[src/core/ftcb_pkg.sv]
// equalizer filter coefficient bank, channel A taps two to seven
// constants shared by the bank top and its coefficient store
package ftcb_pkg;

  // ----------------------------------------------------------------
  // bus and address layout
  // ----------------------------------------------------------------
  localparam int          ADDR_W       = 16;
  localparam int          DATA_W       = 32;
  localparam int          IDX_W        = 14;
  localparam int          ADDR_LSB     = 2;
  localparam logic [1:0]  ALIGN_OK     = 2'h0;

  // register indices; byte address is four times the index
  localparam logic [IDX_W-1:0] IDX_CFG    = 14'h0400;
  localparam logic [IDX_W-1:0] IDX_LINK   = 14'h0401;
  localparam logic [IDX_W-1:0] IDX_STAT   = 14'h0402;
  localparam logic [IDX_W-1:0] IDX_TAP2   = 14'h041A;
  localparam logic [IDX_W-1:0] IDX_TAP3   = 14'h041C;
  localparam logic [IDX_W-1:0] IDX_TAP4   = 14'h041E;
  localparam logic [IDX_W-1:0] IDX_CENTER = 14'h0420;
  localparam logic [IDX_W-1:0] IDX_TAP6   = 14'h0423;
  localparam logic [IDX_W-1:0] IDX_TAP7   = 14'h0425;

  // ----------------------------------------------------------------
  // coefficient store layout
  // ----------------------------------------------------------------
  localparam int         SLOTS        = 6;
  localparam int         SLOT_W       = 3;
  localparam int         WORD_W       = 24;
  localparam int         SIDE_REG_W   = 16;
  localparam int         SIDE_W       = 12;
  localparam int         CENTER_W     = 18;
  localparam int         SIDE_MSB     = 11;
  localparam int         CENTER_MSB   = 17;
  localparam logic [2:0] SLOT_TAP2    = 3'h0;
  localparam logic [2:0] SLOT_TAP3    = 3'h1;
  localparam logic [2:0] SLOT_TAP4    = 3'h2;
  localparam logic [2:0] SLOT_CENTER  = 3'h3;
  localparam logic [2:0] SLOT_TAP6    = 3'h4;
  localparam logic [2:0] SLOT_TAP7    = 3'h5;
  localparam logic [WORD_W-1:0] COEFF_RESET = 24'h000000;

  // ----------------------------------------------------------------
  // configuration fields
  // ----------------------------------------------------------------
  localparam int         CFG_W        = 8;
  localparam int         MODE_LO      = 0;
  localparam int         SCW_LO       = 2;
  localparam int         MERGE_BIT    = 5;
  localparam logic [7:0] CFG_RESET    = 8'h00;
  localparam logic [1:0] MODE_ENABLE  = 2'h2;
  localparam logic [2:0] SCW_MAX      = 3'h6;
  localparam int         SCW_BIAS     = 16;
  localparam int         LINK_EN_BIT  = 0;
  localparam int         STAT_ACT_BIT = 0;
  localparam int         STAT_LATE_BIT = 1;

  typedef enum logic [2:0] {
    ST_IDLE = 3'b001,
    ST_WAIT = 3'b010,
    ST_RESP = 3'b100
  } ftcb_bus_state_t;

endpackage : ftcb_pkg

[src/core/ftcb_coeff_mem.sv]
// coefficient store: one flop word per tap, registered read port
// assumes a single writer and reader on the register clock
`timescale 1ns/100ps
module ftcb_coeff_mem
  import ftcb_pkg::*;
#(
  parameter int DEPTH = SLOTS,
  parameter int WIDTH = WORD_W
) (
  // clock and reset
  input  wire logic                    pclk,
  input  wire logic                    presetn,
  // write port
  input  wire logic                    we,
  input  wire logic [SLOT_W-1:0]       waddr,
  input  wire logic [WIDTH-1:0]        wdata,
  // read port
  input  wire logic [SLOT_W-1:0]       raddr,
  output logic      [WIDTH-1:0]        rdata,
  // every word, straight from its flops, for the filter taps
  output logic      [DEPTH-1:0][WIDTH-1:0] words
);

  // ----------------------------------------------------------------
  // storage
  // ----------------------------------------------------------------
  always_ff @(posedge pclk or negedge presetn) begin
    if (!presetn) begin
      for (int i = 0; i < DEPTH; i++) begin
        words[i] <= COEFF_RESET[WIDTH-1:0];
      end
    end else if (we && (int'(waddr) < DEPTH)) begin
      words[waddr] <= wdata;
    end
  end

  // ----------------------------------------------------------------
  // registered read
  // ----------------------------------------------------------------
  always_ff @(posedge pclk or negedge presetn) begin
    if (!presetn) begin
      rdata <= COEFF_RESET[WIDTH-1:0];
    end else if (int'(raddr) < DEPTH) begin
      rdata <= words[raddr];
    end else begin
      rdata <= COEFF_RESET[WIDTH-1:0];
    end
  end

endmodule : ftcb_coeff_mem

[src/core/ftcb_bank.sv]
// equalizer filter coefficient bank for channel A, taps two to seven
// APB slave on pclk; filter datapath and other taps sit elsewhere
//
// Local design decision: the APB interface to the registers.
`timescale 1ns/100ps

// Overview of operation
// side tap registers: 12-bit signed coefficient, four upper bits stored, reset zero
// first register here feeds tap two, channel A or merged filter
// second register feeds tap three, channel A or merged filter
// third register feeds tap four, channel A or merged filter
// centre register feeds tap five, channel A or merged filter
// centre tap: 18-bit signed in 24-bit register, six upper bits stored
// fifth register feeds tap six, channel A or merged filter
// sixth register feeds tap seven, channel A or merged filter
// readback shows coefficient MSB as zero; filter still uses written value
// all coefficient registers, centre included, hold zero after reset
// filter runs only when mode field is two; zero disables it
// software sets merge control whenever single-channel mode is used
// software changes coefficients only while serial output enable is zero
// side coefficient LSB weighs two to side weight minus sixteen, zero to six
module ftcb_bank
  import ftcb_pkg::*;
(
  // clock and reset
  input  wire logic              pclk,
  input  wire logic              presetn,
  // apb slave
  input  wire logic              psel,
  input  wire logic              penable,
  input  wire logic              pwrite,
  input  wire logic [ADDR_W-1:0] paddr,
  input  wire logic [DATA_W-1:0] pwdata,
  output logic      [DATA_W-1:0] prdata,
  output logic                   pready,
  output logic                   pslverr,
  // coefficients to the filter datapath
  output logic [SIDE_W-1:0]      chan_a_tap2_value,
  output logic [SIDE_W-1:0]      chan_a_tap3_value,
  output logic [SIDE_W-1:0]      chan_a_tap4_value,
  output logic [CENTER_W-1:0]    chan_a_center_value,
  output logic [SIDE_W-1:0]      chan_a_tap6_value,
  output logic [SIDE_W-1:0]      chan_a_tap7_value,
  // filter configuration
  output logic                   filter_enable,
  output logic                   filter_merge_ctrl,
  output logic [2:0]             side_weight_setting,
  output logic                   serial_output_enable
);

  // ----------------------------------------------------------------
  // decode helpers
  // ----------------------------------------------------------------
  function automatic logic [SLOT_W:0] slot_of(input logic [ADDR_W-1:0] a);
    logic [IDX_W-1:0] idx;
    logic [SLOT_W:0]  r;
    idx = a[ADDR_W-1:ADDR_LSB];
    r   = '0;
    if (a[ADDR_LSB-1:0] == ALIGN_OK) begin
      case (idx)
        IDX_TAP2:   r = {1'b1, SLOT_TAP2};
        IDX_TAP3:   r = {1'b1, SLOT_TAP3};
        IDX_TAP4:   r = {1'b1, SLOT_TAP4};
        IDX_CENTER: r = {1'b1, SLOT_CENTER};
        IDX_TAP6:   r = {1'b1, SLOT_TAP6};
        IDX_TAP7:   r = {1'b1, SLOT_TAP7};
        default:    r = '0;
      endcase
    end
    return r;
  endfunction : slot_of

  function automatic logic is_own(input logic [ADDR_W-1:0] a);
    logic [IDX_W-1:0] idx;
    idx = a[ADDR_W-1:ADDR_LSB];
    return (a[ADDR_LSB-1:0] == ALIGN_OK) &&
           ((idx == IDX_CFG) || (idx == IDX_LINK) || (idx == IDX_STAT));
  endfunction : is_own

  // readback view: msb of the coefficient reads as zero
  function automatic logic [DATA_W-1:0] rd_view(input logic [SLOT_W-1:0] s,
                                                input logic [WORD_W-1:0] w);
    logic [DATA_W-1:0] v;
    v = '0;
    if (s == SLOT_CENTER) begin
      v[WORD_W-1:0]   = w;
      v[CENTER_MSB]   = 1'b0;
    end else begin
      v[SIDE_REG_W-1:0] = w[SIDE_REG_W-1:0];
      v[SIDE_MSB]       = 1'b0;
    end
    return v;
  endfunction : rd_view

  // ----------------------------------------------------------------
  // bus sequencing
  // ----------------------------------------------------------------
  ftcb_bus_state_t state;
  ftcb_bus_state_t next_state;

  logic                   setup_phase;
  logic                   done;
  logic                   wr_done;
  logic [SLOT_W:0]        cur_slot;
  logic                   slot_hit;
  logic                   own_hit;

  assign setup_phase = psel && !penable;
  assign done        = psel && penable && pready;
  assign wr_done     = done && pwrite && !pslverr;
  assign cur_slot    = slot_of(paddr);
  assign slot_hit    = cur_slot[SLOT_W];
  assign own_hit     = is_own(paddr);

  always_comb begin
    next_state = state;
    case (state)
      ST_IDLE: begin
        if (setup_phase) begin
          next_state = ST_WAIT;
        end
      end
      ST_WAIT: begin
        if (psel && penable) begin
          next_state = ST_RESP;
        end
      end
      ST_RESP:  next_state = ST_IDLE;
      default:  next_state = ST_IDLE;
    endcase
  end

  always_ff @(posedge pclk or negedge presetn) begin
    if (!presetn) begin
      state <= ST_IDLE;
    end else begin
      state <= next_state;
    end
  end

  // ----------------------------------------------------------------
  // coefficient store
  // ----------------------------------------------------------------
  logic [WORD_W-1:0]             mem_rdata;
  logic [SLOTS-1:0][WORD_W-1:0]  mem_words;
  logic                          mem_we;
  logic [WORD_W-1:0]             mem_wdata;

  // reserved upper bits are stored like the coefficient
  assign mem_we    = wr_done && slot_hit;
  assign mem_wdata = (cur_slot[SLOT_W-1:0] == SLOT_CENTER) ?
                     pwdata[WORD_W-1:0] :
                     {{(WORD_W-SIDE_REG_W){1'b0}}, pwdata[SIDE_REG_W-1:0]};

  ftcb_coeff_mem #(
    .DEPTH (SLOTS),
    .WIDTH (WORD_W)
  ) u_store (
    .pclk    (pclk),
    .presetn (presetn),
    .we      (mem_we),
    .waddr   (cur_slot[SLOT_W-1:0]),
    .wdata   (mem_wdata),
    .raddr   (cur_slot[SLOT_W-1:0]),
    .rdata   (mem_rdata),
    .words   (mem_words)
  );

  // filter taps see the full written value, msb included
  assign chan_a_tap2_value   = mem_words[SLOT_TAP2][SIDE_W-1:0];
  assign chan_a_tap3_value   = mem_words[SLOT_TAP3][SIDE_W-1:0];
  assign chan_a_tap4_value   = mem_words[SLOT_TAP4][SIDE_W-1:0];
  assign chan_a_center_value = mem_words[SLOT_CENTER][CENTER_W-1:0];
  assign chan_a_tap6_value   = mem_words[SLOT_TAP6][SIDE_W-1:0];
  assign chan_a_tap7_value   = mem_words[SLOT_TAP7][SIDE_W-1:0];

  // ----------------------------------------------------------------
  // configuration and link control
  // ----------------------------------------------------------------
  logic [CFG_W-1:0] cfg;
  logic [2:0]       wr_scw;
  logic             late_change;
  logic             is_cfg;
  logic             is_link;
  logic             is_stat;

  assign is_cfg  = own_hit && (paddr[ADDR_W-1:ADDR_LSB] == IDX_CFG);
  assign is_link = own_hit && (paddr[ADDR_W-1:ADDR_LSB] == IDX_LINK);
  assign is_stat = own_hit && (paddr[ADDR_W-1:ADDR_LSB] == IDX_STAT);
  assign wr_scw  = pwdata[SCW_LO +: 3];

  always_ff @(posedge pclk or negedge presetn) begin
    if (!presetn) begin
      cfg <= CFG_RESET;
    end else if (wr_done && is_cfg) begin
      cfg <= pwdata[CFG_W-1:0];
    end
  end

  // mode values other than two keep the filter idle
  always_ff @(posedge pclk or negedge presetn) begin
    if (!presetn) begin
      filter_enable       <= 1'b0;
      filter_merge_ctrl   <= 1'b0;
      side_weight_setting <= CFG_RESET[SCW_LO +: 3];
    end else if (wr_done && is_cfg) begin
      filter_enable       <= (pwdata[MODE_LO +: 2] == MODE_ENABLE);
      filter_merge_ctrl   <= pwdata[MERGE_BIT];
      // a reserved weight above six is held at six for the datapath
      side_weight_setting <= (wr_scw > SCW_MAX) ? SCW_MAX : wr_scw;
    end
  end

  always_ff @(posedge pclk or negedge presetn) begin
    if (!presetn) begin
      serial_output_enable <= 1'b0;
    end else if (wr_done && is_link) begin
      serial_output_enable <= pwdata[LINK_EN_BIT];
    end
  end

  // sticky flag: coefficient or config written while the link runs;
  // a new offence in the clearing cycle keeps the flag set
  always_ff @(posedge pclk or negedge presetn) begin
    if (!presetn) begin
      late_change <= 1'b0;
    end else if (wr_done && (slot_hit || is_cfg) && serial_output_enable) begin
      late_change <= 1'b1;
    end else if (wr_done && is_stat && pwdata[STAT_LATE_BIT]) begin
      late_change <= 1'b0;
    end
  end

  // ----------------------------------------------------------------
  // response
  // ----------------------------------------------------------------
  logic [DATA_W-1:0] next_prdata;

  always_comb begin
    next_prdata = '0;
    if (slot_hit) begin
      next_prdata = rd_view(cur_slot[SLOT_W-1:0], mem_rdata);
    end else if (is_cfg) begin
      next_prdata[CFG_W-1:0] = cfg;
    end else if (is_link) begin
      next_prdata[LINK_EN_BIT] = serial_output_enable;
    end else if (is_stat) begin
      next_prdata[STAT_ACT_BIT]  = filter_enable;
      next_prdata[STAT_LATE_BIT] = late_change;
    end
  end

  // answer one cycle into the access phase; store read data is
  // already registered from the setup cycle by then
  always_ff @(posedge pclk or negedge presetn) begin
    if (!presetn) begin
      pready  <= 1'b0;
      pslverr <= 1'b0;
      prdata  <= '0;
    end else if (state == ST_WAIT && psel && penable) begin
      pready  <= 1'b1;
      pslverr <= !(slot_hit || own_hit);
      prdata  <= pwrite ? '0 : next_prdata;
    end else begin
      pready  <= 1'b0;
      pslverr <= 1'b0;
      prdata  <= '0;
    end
  end
endmodule : ftcb_bank

[config.mk]
export PLATFORM = sky130hd
export DESIGN_NAME = ftcb_bank
export DESIGN_NICKNAME = d
export VERILOG_FILES = /design/src/core/ftcb_pkg.sv /design/src/core/ftcb_coeff_mem.sv /design/src/core/ftcb_bank.sv
export SDC_FILE = /design/constraint.sdc
export NUM_CORES = 1
export LEC_CHECK = 0
export ABC_AREA = 1
export BUFFER_PORTS_ARGS = -buffer_cell sky130_fd_sc_hd__buf_2
export CORE_MARGIN = 5
export CORE_UTILIZATION = 60
export DETAILED_ROUTE_END_ITERATION = 6
export PLACE_DENSITY = 0.84
export REMOVE_ABC_BUFFERS = 1
export SLEW_MARGIN = 20
export SYNTH_ARGS = -nofsm -noshare
export SYNTH_HDL_FRONTEND = slang
export SYNTH_SLANG_ARGS = --single-unit
[constraint.sdc]
create_clock -name pclk -period 4.4 [get_ports pclk]
set_input_delay 0.22 -clock pclk [delete_from_list [all_inputs] [get_ports pclk]]
set_output_delay 0.22 -clock pclk [all_outputs]
set_load 0.05 [all_outputs]
==> flow_metrics.env, run 1 <==
export IMPL_path_clk_slew_ns=0.06
export IMPL_synth_warnings=0
export IMPL_core_area_um2=16700
export IMPL_ys_types=33
export IMPL_ys_seq_area_frac=0.498
export IMPL_clock_fmax_ghz=0.392
export IMPL_final_area_um2=11500
export IMPL_grt_pass1_vias=8659
export IMPL_syn2layout_area_growth_pct=12.2
export IMPL_place_hpwl_um=17000
export IMPL_io_buffers=153
export IMPL_power_density_nw_per_um2=345
export IMPL_worstPathMaxFanout=22
export IMPL_cap_violations=0
export IMPL_detail_route_wl_per_cell_um=17.0
export IMPL_route_detailed_drc=0
export IMPL_skew_ns=0.0124
export IMPL_cts_tree="built"
export IMPL_cp_arrival_ns=2.99
export IMPL_dpl_instance_area_um2=10500
export IMPL_crit_type="input pin to flip-flop"
export IMPL_finalCritPeriodShare=0.579
export IMPL_ys_ff_latch=204
export IMPL_grt_ovfl_total=0
export IMPL_fillers=1358
export IMPL_cts_resized=0
export IMPL_pin_count=171
export IMPL_final_nets=1456
export IMPL_netlist_area_um2=10300
export IMPL_place_congestion=0.856
export IMPL_cp_start_kind="input pin"
export IMPL_num_rows=47
export IMPL_synthCells=1342
export IMPL_drive_gt1_frac=0.168
export IMPL_via_per_inst=5.47
export IMPL_finalMaxSlewViolations=0
export IMPL_htree_levels=1
export IMPL_antennaDiodeCount=0
export IMPL_status="finished clean"
export IMPL_fin_hold_ws_ns=0.0114
export IMPL_start_util=0.614
export IMPL_p_leak_nw=6.61
export IMPL_totalWireLength_um=27800
export IMPL_synth_edff_count=0
export IMPL_ys_flop_type="dfrtp_1"
export IMPL_rsz0062_at_grt="false"
export IMPL_clkLatencyLatePin_ns=0.51
export IMPL_fp_dieH_um=141
export IMPL_worstPathRequired_ns=4.84
export IMPL_tightest_slew_ns=1.06
export IMPL_grt_usage=0.279
export IMPL_root_buffer="clkbuf_16"
export IMPL_die_w_um=141
export IMPL_antenna_found_initial=0
export IMPL_cts_made_buffers=22
export IMPL_drt_pass1_iterations=6
export IMPL_syn_avg_cell_area_um2=7.64
export IMPL_antenna_left=0
export IMPL_dieArea_um2=19800
export IMPL_report_final_hold_viol_count=0
export IMPL_grt_first_pass_wirelength_um=44800
export IMPL_finalSetupViolCount=0
export IMPL_min_path_type="input pin to flip-flop"
export IMPL_clock_sinks=204
export IMPL_slew_headroom=0.288
export IMPL_final_common_cell="nand2_1"
export IMPL_layout_common_cells="nand2_1 (511), dfrtp_1 (203), buf_2 (152)"
export IMPL_grt_start_max_net_pins=136
export IMPL_ir_drop_mv=0.290
export IMPL_end_kind="flip-flop"
export IMPL_synthArstFlopShare=1.00
export IMPL_cts_setup_buffers=0
export IMPL_drtIter0Drc=1106
export IMPL_fin_crit_ns=2.55
export IMPL_cts_buffer_depth=3
export IMPL_vias=8968
## per-layer routing
metal,track usage,vias to the layer above,part of all wire
met2,0.478,509,0.49
met1,0.362,4199,0.38
met4,0.0836,0,0.025
li1,-,4194,-
met3,0.0545,66,0.10
met5,0,-,0
## final timing paths
path	from	end	slack, ns	depth (start not counted)
setup / recovery	paddr[1]	u_store.words[107]	1.85	9
hold / removal	pwdata[8]	u_store.words[56]	0.01	3
setup reg to reg	state[2]	prdata[7]	1.93	5
hold reg to reg	cfg[0]	cfg[0]	0.48	2
max in group asynchronous	presetn	state[0]	3.06	4
min in group asynchronous	presetn	u_store.words[8]	0.17	2
## metrics by stage
stage	setup WS, ns	instances	setup TNS (ns)	power [mW]	utilization
after floorplan	-2.02	1192	-242.07	1.95	-
after global placement	1.45	1580	0	2.04	0.630
after detailed placement	1.40	1580	0	2.04	0.630
after CTS	1.91	1638	0	3.99	0.687
after global routing	1.65	1639	0	4.09	0.689
final	1.85	1639	0	3.97	0.689
## what timing repair did
action | 4_1_cts | 5_1_grt
hold endpoints to repair | 168 | 0
hold buffers | 18 | 0
setup endpoints to repair | 0 | 0
## where the power goes
| part | internal, mW | leakage, nW | total, mW | switching (mW) |
|---|---|---|---|---|
| logic | 0.0383 | 3.60 | 0.144 | 0.105 |
| clock network | 1.20 | 0.387 | 1.95 | 0.744 |
| registers | 1.88 | 2.62 | 1.88 | 0.000897 |
## worst max-delay path, cell delays in order
cell	delay, ns
buf_2	0.11
nor2_4	0.49
nand2_1	0.67
inv_2	0.23
nand2_2	0.29
nor2_2	0.43
buf_4	0.35
nand2_1	0.09
nand2_1	0.07
## cell families after synthesis
logic type / synth area share
buffers and inverters: 0.136
flip-flops: 0.498
AO/OA/AOI/OAI: 0.0828
other: 0.000366
AND/OR/NAND/NOR: 0.283
## registers in the layout, summed over array words and instances, names as in the netlist
register / cells
u_store.words: 139
state: 3
late_change: 1
pslverr: 1
prdata: 23
cfg: 8
side_weight_setting: 3
u_store.rdata: 23
pready: 1
serial_output_enable: 1
filter_enable: 1
## cells in the mapped netlist (3+ instances only)
cell type,instances,share of area
buf_2,23,0.011
nor2_1,85,0.031
dfrtp_1,203,0.50
buf_1,8,0.0029
nand2_1,511,0.19
o21ai_1,11,0.0054
nand2_2,4,0.0024
nor2_4,6,0.0066
clkbuf_1,34,0.012
buf_4,91,0.067
nand3_1,45,0.022
a21oi_1,45,0.022
nand4_1,12,0.0073
nor2_2,3,0.0018
nand3b_1,24,0.018
nor3_1,5,0.0024
inv_2,9,0.0033
inv_1,101,0.037
o21ai_0,108,0.053
## area by class of cell
type,instances,area (um2),area share
clock buffer,33,693,0.0603
clock inverter,7,87.6,0.00761
inverter,111,419,0.0364
multi-input combinational,877,3810,0.332
sequential,204,5110,0.444
tap,220,275,0.0239
timing repair buffer,187,1110,0.0964
Power figures use the tool's default switching activity.
==> run 2, diff against run 1 <==
- ABC_AREA: 1 -> 0
- CORE_UTILIZATION: 60 -> 56
- PLACE_DENSITY: 0.84 -> 0.8
- clock period: 4.4 -> 2.4 ns (I/O delays scaled with it)
==> flow_metrics.env, run 2 <==
export IMPL_synth_top_cell_by_area="dfrtp_1"
export IMPL_vias=6350
export IMPL_io_buffers=153
export IMPL_grt_first_pass_wirelength_um=36500
export IMPL_crit_type="flip-flop to flip-flop"
export IMPL_cp_start_kind="flip-flop"
export IMPL_via_per_inst=5.81
export IMPL_drt_pass1_iterations=5
export IMPL_pin_count=171
export IMPL_detail_route_wl_per_cell_um=21.6
export IMPL_htree_levels=1
export IMPL_cts_buffer_depth=3
export IMPL_final_common_cell="dfrtp_1"
export IMPL_clock_sinks=204
export IMPL_cts_resized=0
export IMPL_p_leak_nw=5.66
export IMPL_skew_ns=0.00735
export IMPL_finalCritPeriodShare=0.881
export IMPL_place_hpwl_um=16300
export IMPL_synth_edff_count=0
export IMPL_pre_cts_ws_ns=-0.118
export IMPL_power_density_nw_per_um2=642
export IMPL_grt_ovfl_total=0
export IMPL_tightest_slew_ns=0.880
export IMPL_ir_drop_mv=0.506
export IMPL_start_util=0.571
export IMPL_core_area_um2=15900
export IMPL_layout_common_cells="dfrtp_1 (203), buf_2 (152), mux2_2 (102)"
export IMPL_fin_crit_ns=2.11
export IMPL_worstPathRequired_ns=2.81
export IMPL_report_final_hold_viol_count=0
export IMPL_cts_setup_buffers=0
export IMPL_antenna_found_initial=1
export IMPL_ys_types=52
export IMPL_largest_reg_flops=139
export IMPL_final_nets=916
export IMPL_synth_top_area_frac=0.558
export IMPL_fin_ws_ns=0.286
export IMPL_synthCells=723
export IMPL_path_clk_slew_ns=0.06
export IMPL_cts_tree="built"
export IMPL_grt_pass1_vias=6619
export IMPL_final_area_um2=10800
export IMPL_ys_flop_type="dfrtp_1"
export IMPL_synthArstFlopShare=1.00
export IMPL_antenna_left=0
export IMPL_synth_common_cells="dfrtp_1 (203), mux2_2 (102), buf_4 (87)"
export IMPL_cap_violations=0
export IMPL_finalSetupViolCount=0
export IMPL_drtIter0Drc=579
export IMPL_clkLatencyLatePin_ns=0.48
export IMPL_slew_headroom=0.411
export IMPL_rsz0062_at_grt="false"
export IMPL_ctsHoldBuffers=26
export IMPL_fp_dieH_um=138
export IMPL_yosys_top_cells_area="dfrtp_1 (56%), mux2_2 (13%), buf_4 (7.2%)"
export IMPL_status="finished clean"
export IMPL_grt_start_max_net_pins=76
export IMPL_final_setup_tns_ns=0
export IMPL_worstPathMaxFanout=6
export IMPL_grt_usage=0.251
export IMPL_synth_warnings=0
export IMPL_syn_avg_cell_area_um2=12.6
export IMPL_cts_made_buffers=20
export IMPL_ys_seq_area_frac=0.561
export IMPL_min_path_type="input pin to flip-flop"
export IMPL_netlist_area_um2=9100
export IMPL_drive_gt1_frac=0.418
export IMPL_end_kind="flip-flop"
export IMPL_dieArea_um2=18900
export IMPL_num_rows=46
export IMPL_top_regs="u_store.words x139, prdata x23, u_store.rdata x23"
export IMPL_root_buffer="clkbuf_16"
export IMPL_totalWireLength_um=23600
export IMPL_syn2layout_area_growth_pct=18.5
export IMPL_cp_arrival_ns=2.53
export IMPL_dpl_instance_area_um2=9840
export IMPL_synth_most_common_cell="dfrtp_1"
export IMPL_top_register="u_store.words"
export IMPL_clock_fmax_ghz=0.473
export IMPL_route_detailed_drc=0
export IMPL_place_congestion=0.927
export IMPL_die_w_um=138
export IMPL_ys_ff_latch=204
export IMPL_finalMaxSlewViolations=0
[run 2: cell count changes after synthesis, moves of 15 or more]
cell      before  now
a21oi_1       45   18
a221oi_1       0   26
and2_1         0   45
buf_2         23    8
inv_1        101    0
mux2_2         0  102
nand2_1      511   18
nand3_1       45    3
nand3b_1      24    2
nor2_1        85   19
nor3_1         5   23
o21ai_0      108    7
o22ai_1        0   19
[run 2: cell families (layout without fill, tap and decap cells)]
kind of cell / count (synthesis) / in the layout / synth area share
buf+inv: 126 / 271 / 0.0914
flops: 204 / 204 / 0.561
mux: 121 / 121 / 0.154
xor+xnor: 3 / 3 / 0.00289
compound gates: 110 / 110 / 0.0893
simple gates: 158 / 158 / 0.101
other cells: 1 / 10 / 0.000412
[run 2: worst max-delay path, cell delays in order (launching register included)]
cell and delay (ns):
dfstp_2 0.37, nand2b_1 0.19, nor3_1 0.44, nand2b_1 0.31, nor2b_1 0.37, buf_4 0.21, and2_1 0.16
[run 2: report_power, final]
group / internal (mW) / switching [mW]
clock network: 1.94 / 1.24
logic: 0.100 / 0.198
registers: 3.44 / 0.00244
total: 5.48 / 1.44
[run 2: final timing paths]
kind	start	end	slack [ns]	cells after the start
min in group asynchronous	presetn	u_store.words[63]	0.15	2
max in group asynchronous	presetn	u_store.rdata[19]	1.51	3
hold reg to reg	u_store.rdata[12]	prdata[12]	0.45	1
hold / removal	pwdata[4]	side_weight_setting[2]	0.03	2
setup reg to reg	state[0]	prdata[13]	0.29	6
setup / recovery	state[0]	prdata[13]	0.29	6
[run 2: cell type report]
| class | instances | area [um2] |
|---|---|---|
| antenna | 1 | 2.50 |
| fill | 1131 | 5160 |
| clock inverter | 6 | 82.6 |
| tap | 216 | 270 |
| clock buffer | 29 | 596 |
| multi-input combinational | 401 | 3220 |
| timing repair buffer | 236 | 1510 |
| sequential | 204 | 5110 |
[run 2: stage by stage]
step / utilization / total power, mW / hold slack (ns) / instances
floorplan: - / 3.59 / -0.176 / 605
global placement: 0.617 / 3.77 / 0.0951 / 1031
detailed placement: 0.617 / 3.78 / 0.102 / 1031
CTS: 0.676 / 6.97 / 0.0183 / 1092
global route: 0.677 / 7.13 / 0.0421 / 1093
finish: 0.677 / 6.92 / 0.0322 / 1093
[run 2: layer usage]
layer,GRT usage,wire length (um)
met1,0.338,9270
met2,0.419,11800
met3,0.0398,1830
met4,0.0809,660
met5,0,0
==> run 3, diff against run 2 <==
- CORE_UTILIZATION: 56 -> 30
- PLACE_DENSITY: 0.8 -> not set
- clock period: 2.4 -> 1.75 ns (I/O delays scaled with it)
==> flow_metrics.env, run 3 (synthesis results as in run 2) <==
export IMPL_status="finished with violations"
export IMPL_failed_checks="setup timing"
export IMPL_grt_ovfl_total=0
export IMPL_ir_drop_mv=0.553
export IMPL_dpl_instance_area_um2=10400
export IMPL_syn2layout_area_growth_pct=30.4
export IMPL_totalWireLength_um=26500
export IMPL_dieArea_um2=33900
export IMPL_path_clk_slew_ns=0.06
export IMPL_cts_buffer_depth=3
export IMPL_grt_start_max_net_pins=60
export IMPL_final_common_cell="dfrtp_1"
export IMPL_detail_route_wl_per_cell_um=20.0
export IMPL_top_regs="u_store.words x139, prdata x23, u_store.rdata x23"
export IMPL_cp_arrival_ns=2.32
export IMPL_finalMaxSlewViolations=0
export IMPL_slew_headroom=0.554
export IMPL_grt_pass1_vias=6664
export IMPL_fin_ws_ns=-0.190
export IMPL_fp_dieH_um=184
export IMPL_num_rows=63
export IMPL_largest_reg_flops=139
export IMPL_place_hpwl_um=18800
export IMPL_crit_slowest_cell="or4b_4"
export IMPL_antenna_left=0
export IMPL_route_detailed_drc=0
export IMPL_finalCritPeriodShare=1.11
export IMPL_cap_violations=0
export IMPL_crit_type="flip-flop to flip-flop"
export IMPL_max_stage_delay_ns=0.52
export IMPL_grt_usage=0.152
export IMPL_power_density_nw_per_um2=820
export IMPL_top_register="u_store.words"
export IMPL_clkLatencyLatePin_ns=0.50
export IMPL_p_leak_nw=6.11
export IMPL_layout_common_cells="dfrtp_1 (203), buf_2 (152), buf_4 (83)"
export IMPL_final_setup_tns_ns=-5.01
export IMPL_pre_cts_ws_ns=-0.747
export IMPL_worstPathMaxFanout=9
export IMPL_worstPathCellList="or3_4 -> or4b_4 -> buf_4 -> mux2_4"
export IMPL_io_buffers=153
export IMPL_final_nets=971
export IMPL_clock_sinks=204
export IMPL_worstPathRequired_ns=2.13
export IMPL_skew_ns=0.00467
export IMPL_die_w_um=184
export IMPL_end_kind="flip-flop"
export IMPL_tightest_slew_ns=0.669
export IMPL_min_path_type="input pin to flip-flop"
export IMPL_via_per_inst=4.80
export IMPL_grt_first_pass_wirelength_um=40600
export IMPL_drtIter0Drc=295
export IMPL_cts_made_buffers=21
export IMPL_antenna_found_initial=2
export IMPL_finalSetupViolCount=79
export IMPL_pin_count=171
export IMPL_drive_gt1_frac=0.495
export IMPL_fin_crit_ns=1.94
export IMPL_core_area_um2=29800
export IMPL_placed_cells=1244
export IMPL_htree_levels=1
export IMPL_final_util=0.398
export IMPL_rsz0062_at_grt="true"
export IMPL_report_final_hold_viol_count=0
export IMPL_final_cells=1324
export IMPL_start_util=0.306
export IMPL_root_buffer="clkbuf_16"
export IMPL_place_congestion=0.831
export IMPL_cp_start_kind="flip-flop"
export IMPL_cts_tree="built"
export IMPL_clock_fmax_ghz=0.516
export IMPL_final_area_um2=11900
export IMPL_drt_pass1_iterations=4
export IMPL_vias=6351
[run 3: layer usage]
layer  vias up  share of wire  GRT usage
met5         -              0          0
met3        37          0.063     0.0310
li1       2913              -          -
met4         0          0.022     0.0414
met2       168           0.49      0.251
met1      3233           0.43      0.203
[run 3: per-stage QoR]
step	hold WS [ns]	power (mW)
2_1_floorplan	-0.208	4.93
3_3_place_gp	0.0434	5.22
3_5_place_dp	0.0471	5.23
4_1_cts	0.0887	9.83
5_1_grt	0.0998	10.1
6_report	0.0669	9.74
[run 3: critical path, delay by kind of cell, from the launching register on]
family                 cells  cell delay, ns
muxes                      1            0.30
buffers and inverters      1            0.20
and+or+nand+nor            2            0.94
DFF                        1            0.38
[run 3: timing repair]
| action | in CTS | in global routing |
|---|---|---|
| pin swaps | 9 | 9 |
| endpoints found under the setup margin | 136 | 159 |
| gates resized for setup | 47 | 45 |
| hold buffers | 28 | 0 |
| gates cloned | 2 | 0 |
| endpoints found under the hold margin | 323 | 0 |
| setup buffers | 11 | 1 |
[run 3: power by group]
| part | internal (mW) | switching (mW) |
|---|---|---|
| clock | 2.64 | 1.90 |
| sequential | 4.72 | 0.00305 |
| combinational | 0.179 | 0.295 |
| total | 7.54 | 2.20 |
[run 3: worst paths after layout]
check	end	cells past startpoint	start	slack (ns)
min reg2reg	prdata[20]	1	u_store.rdata[20]	0.45
max	u_store.words[7]	4	pslverr	-0.19
min in group asynchronous	u_store.words[90]	2	presetn	0.08
max in group asynchronous	state[0]	3	presetn	1.00
max reg2reg	u_store.words[7]	4	pslverr	-0.19
min	state[0]	5	penable	0.07
[run 3: final cells by class]
class	instances	area, um2
fill	2848	17900
sequential	204	5110
multi-input combinational	401	3510
timing repair buffer	290	2060
clock buffer	26	574
tap	390	488
clock inverter	11	121
antenna	2	5.00
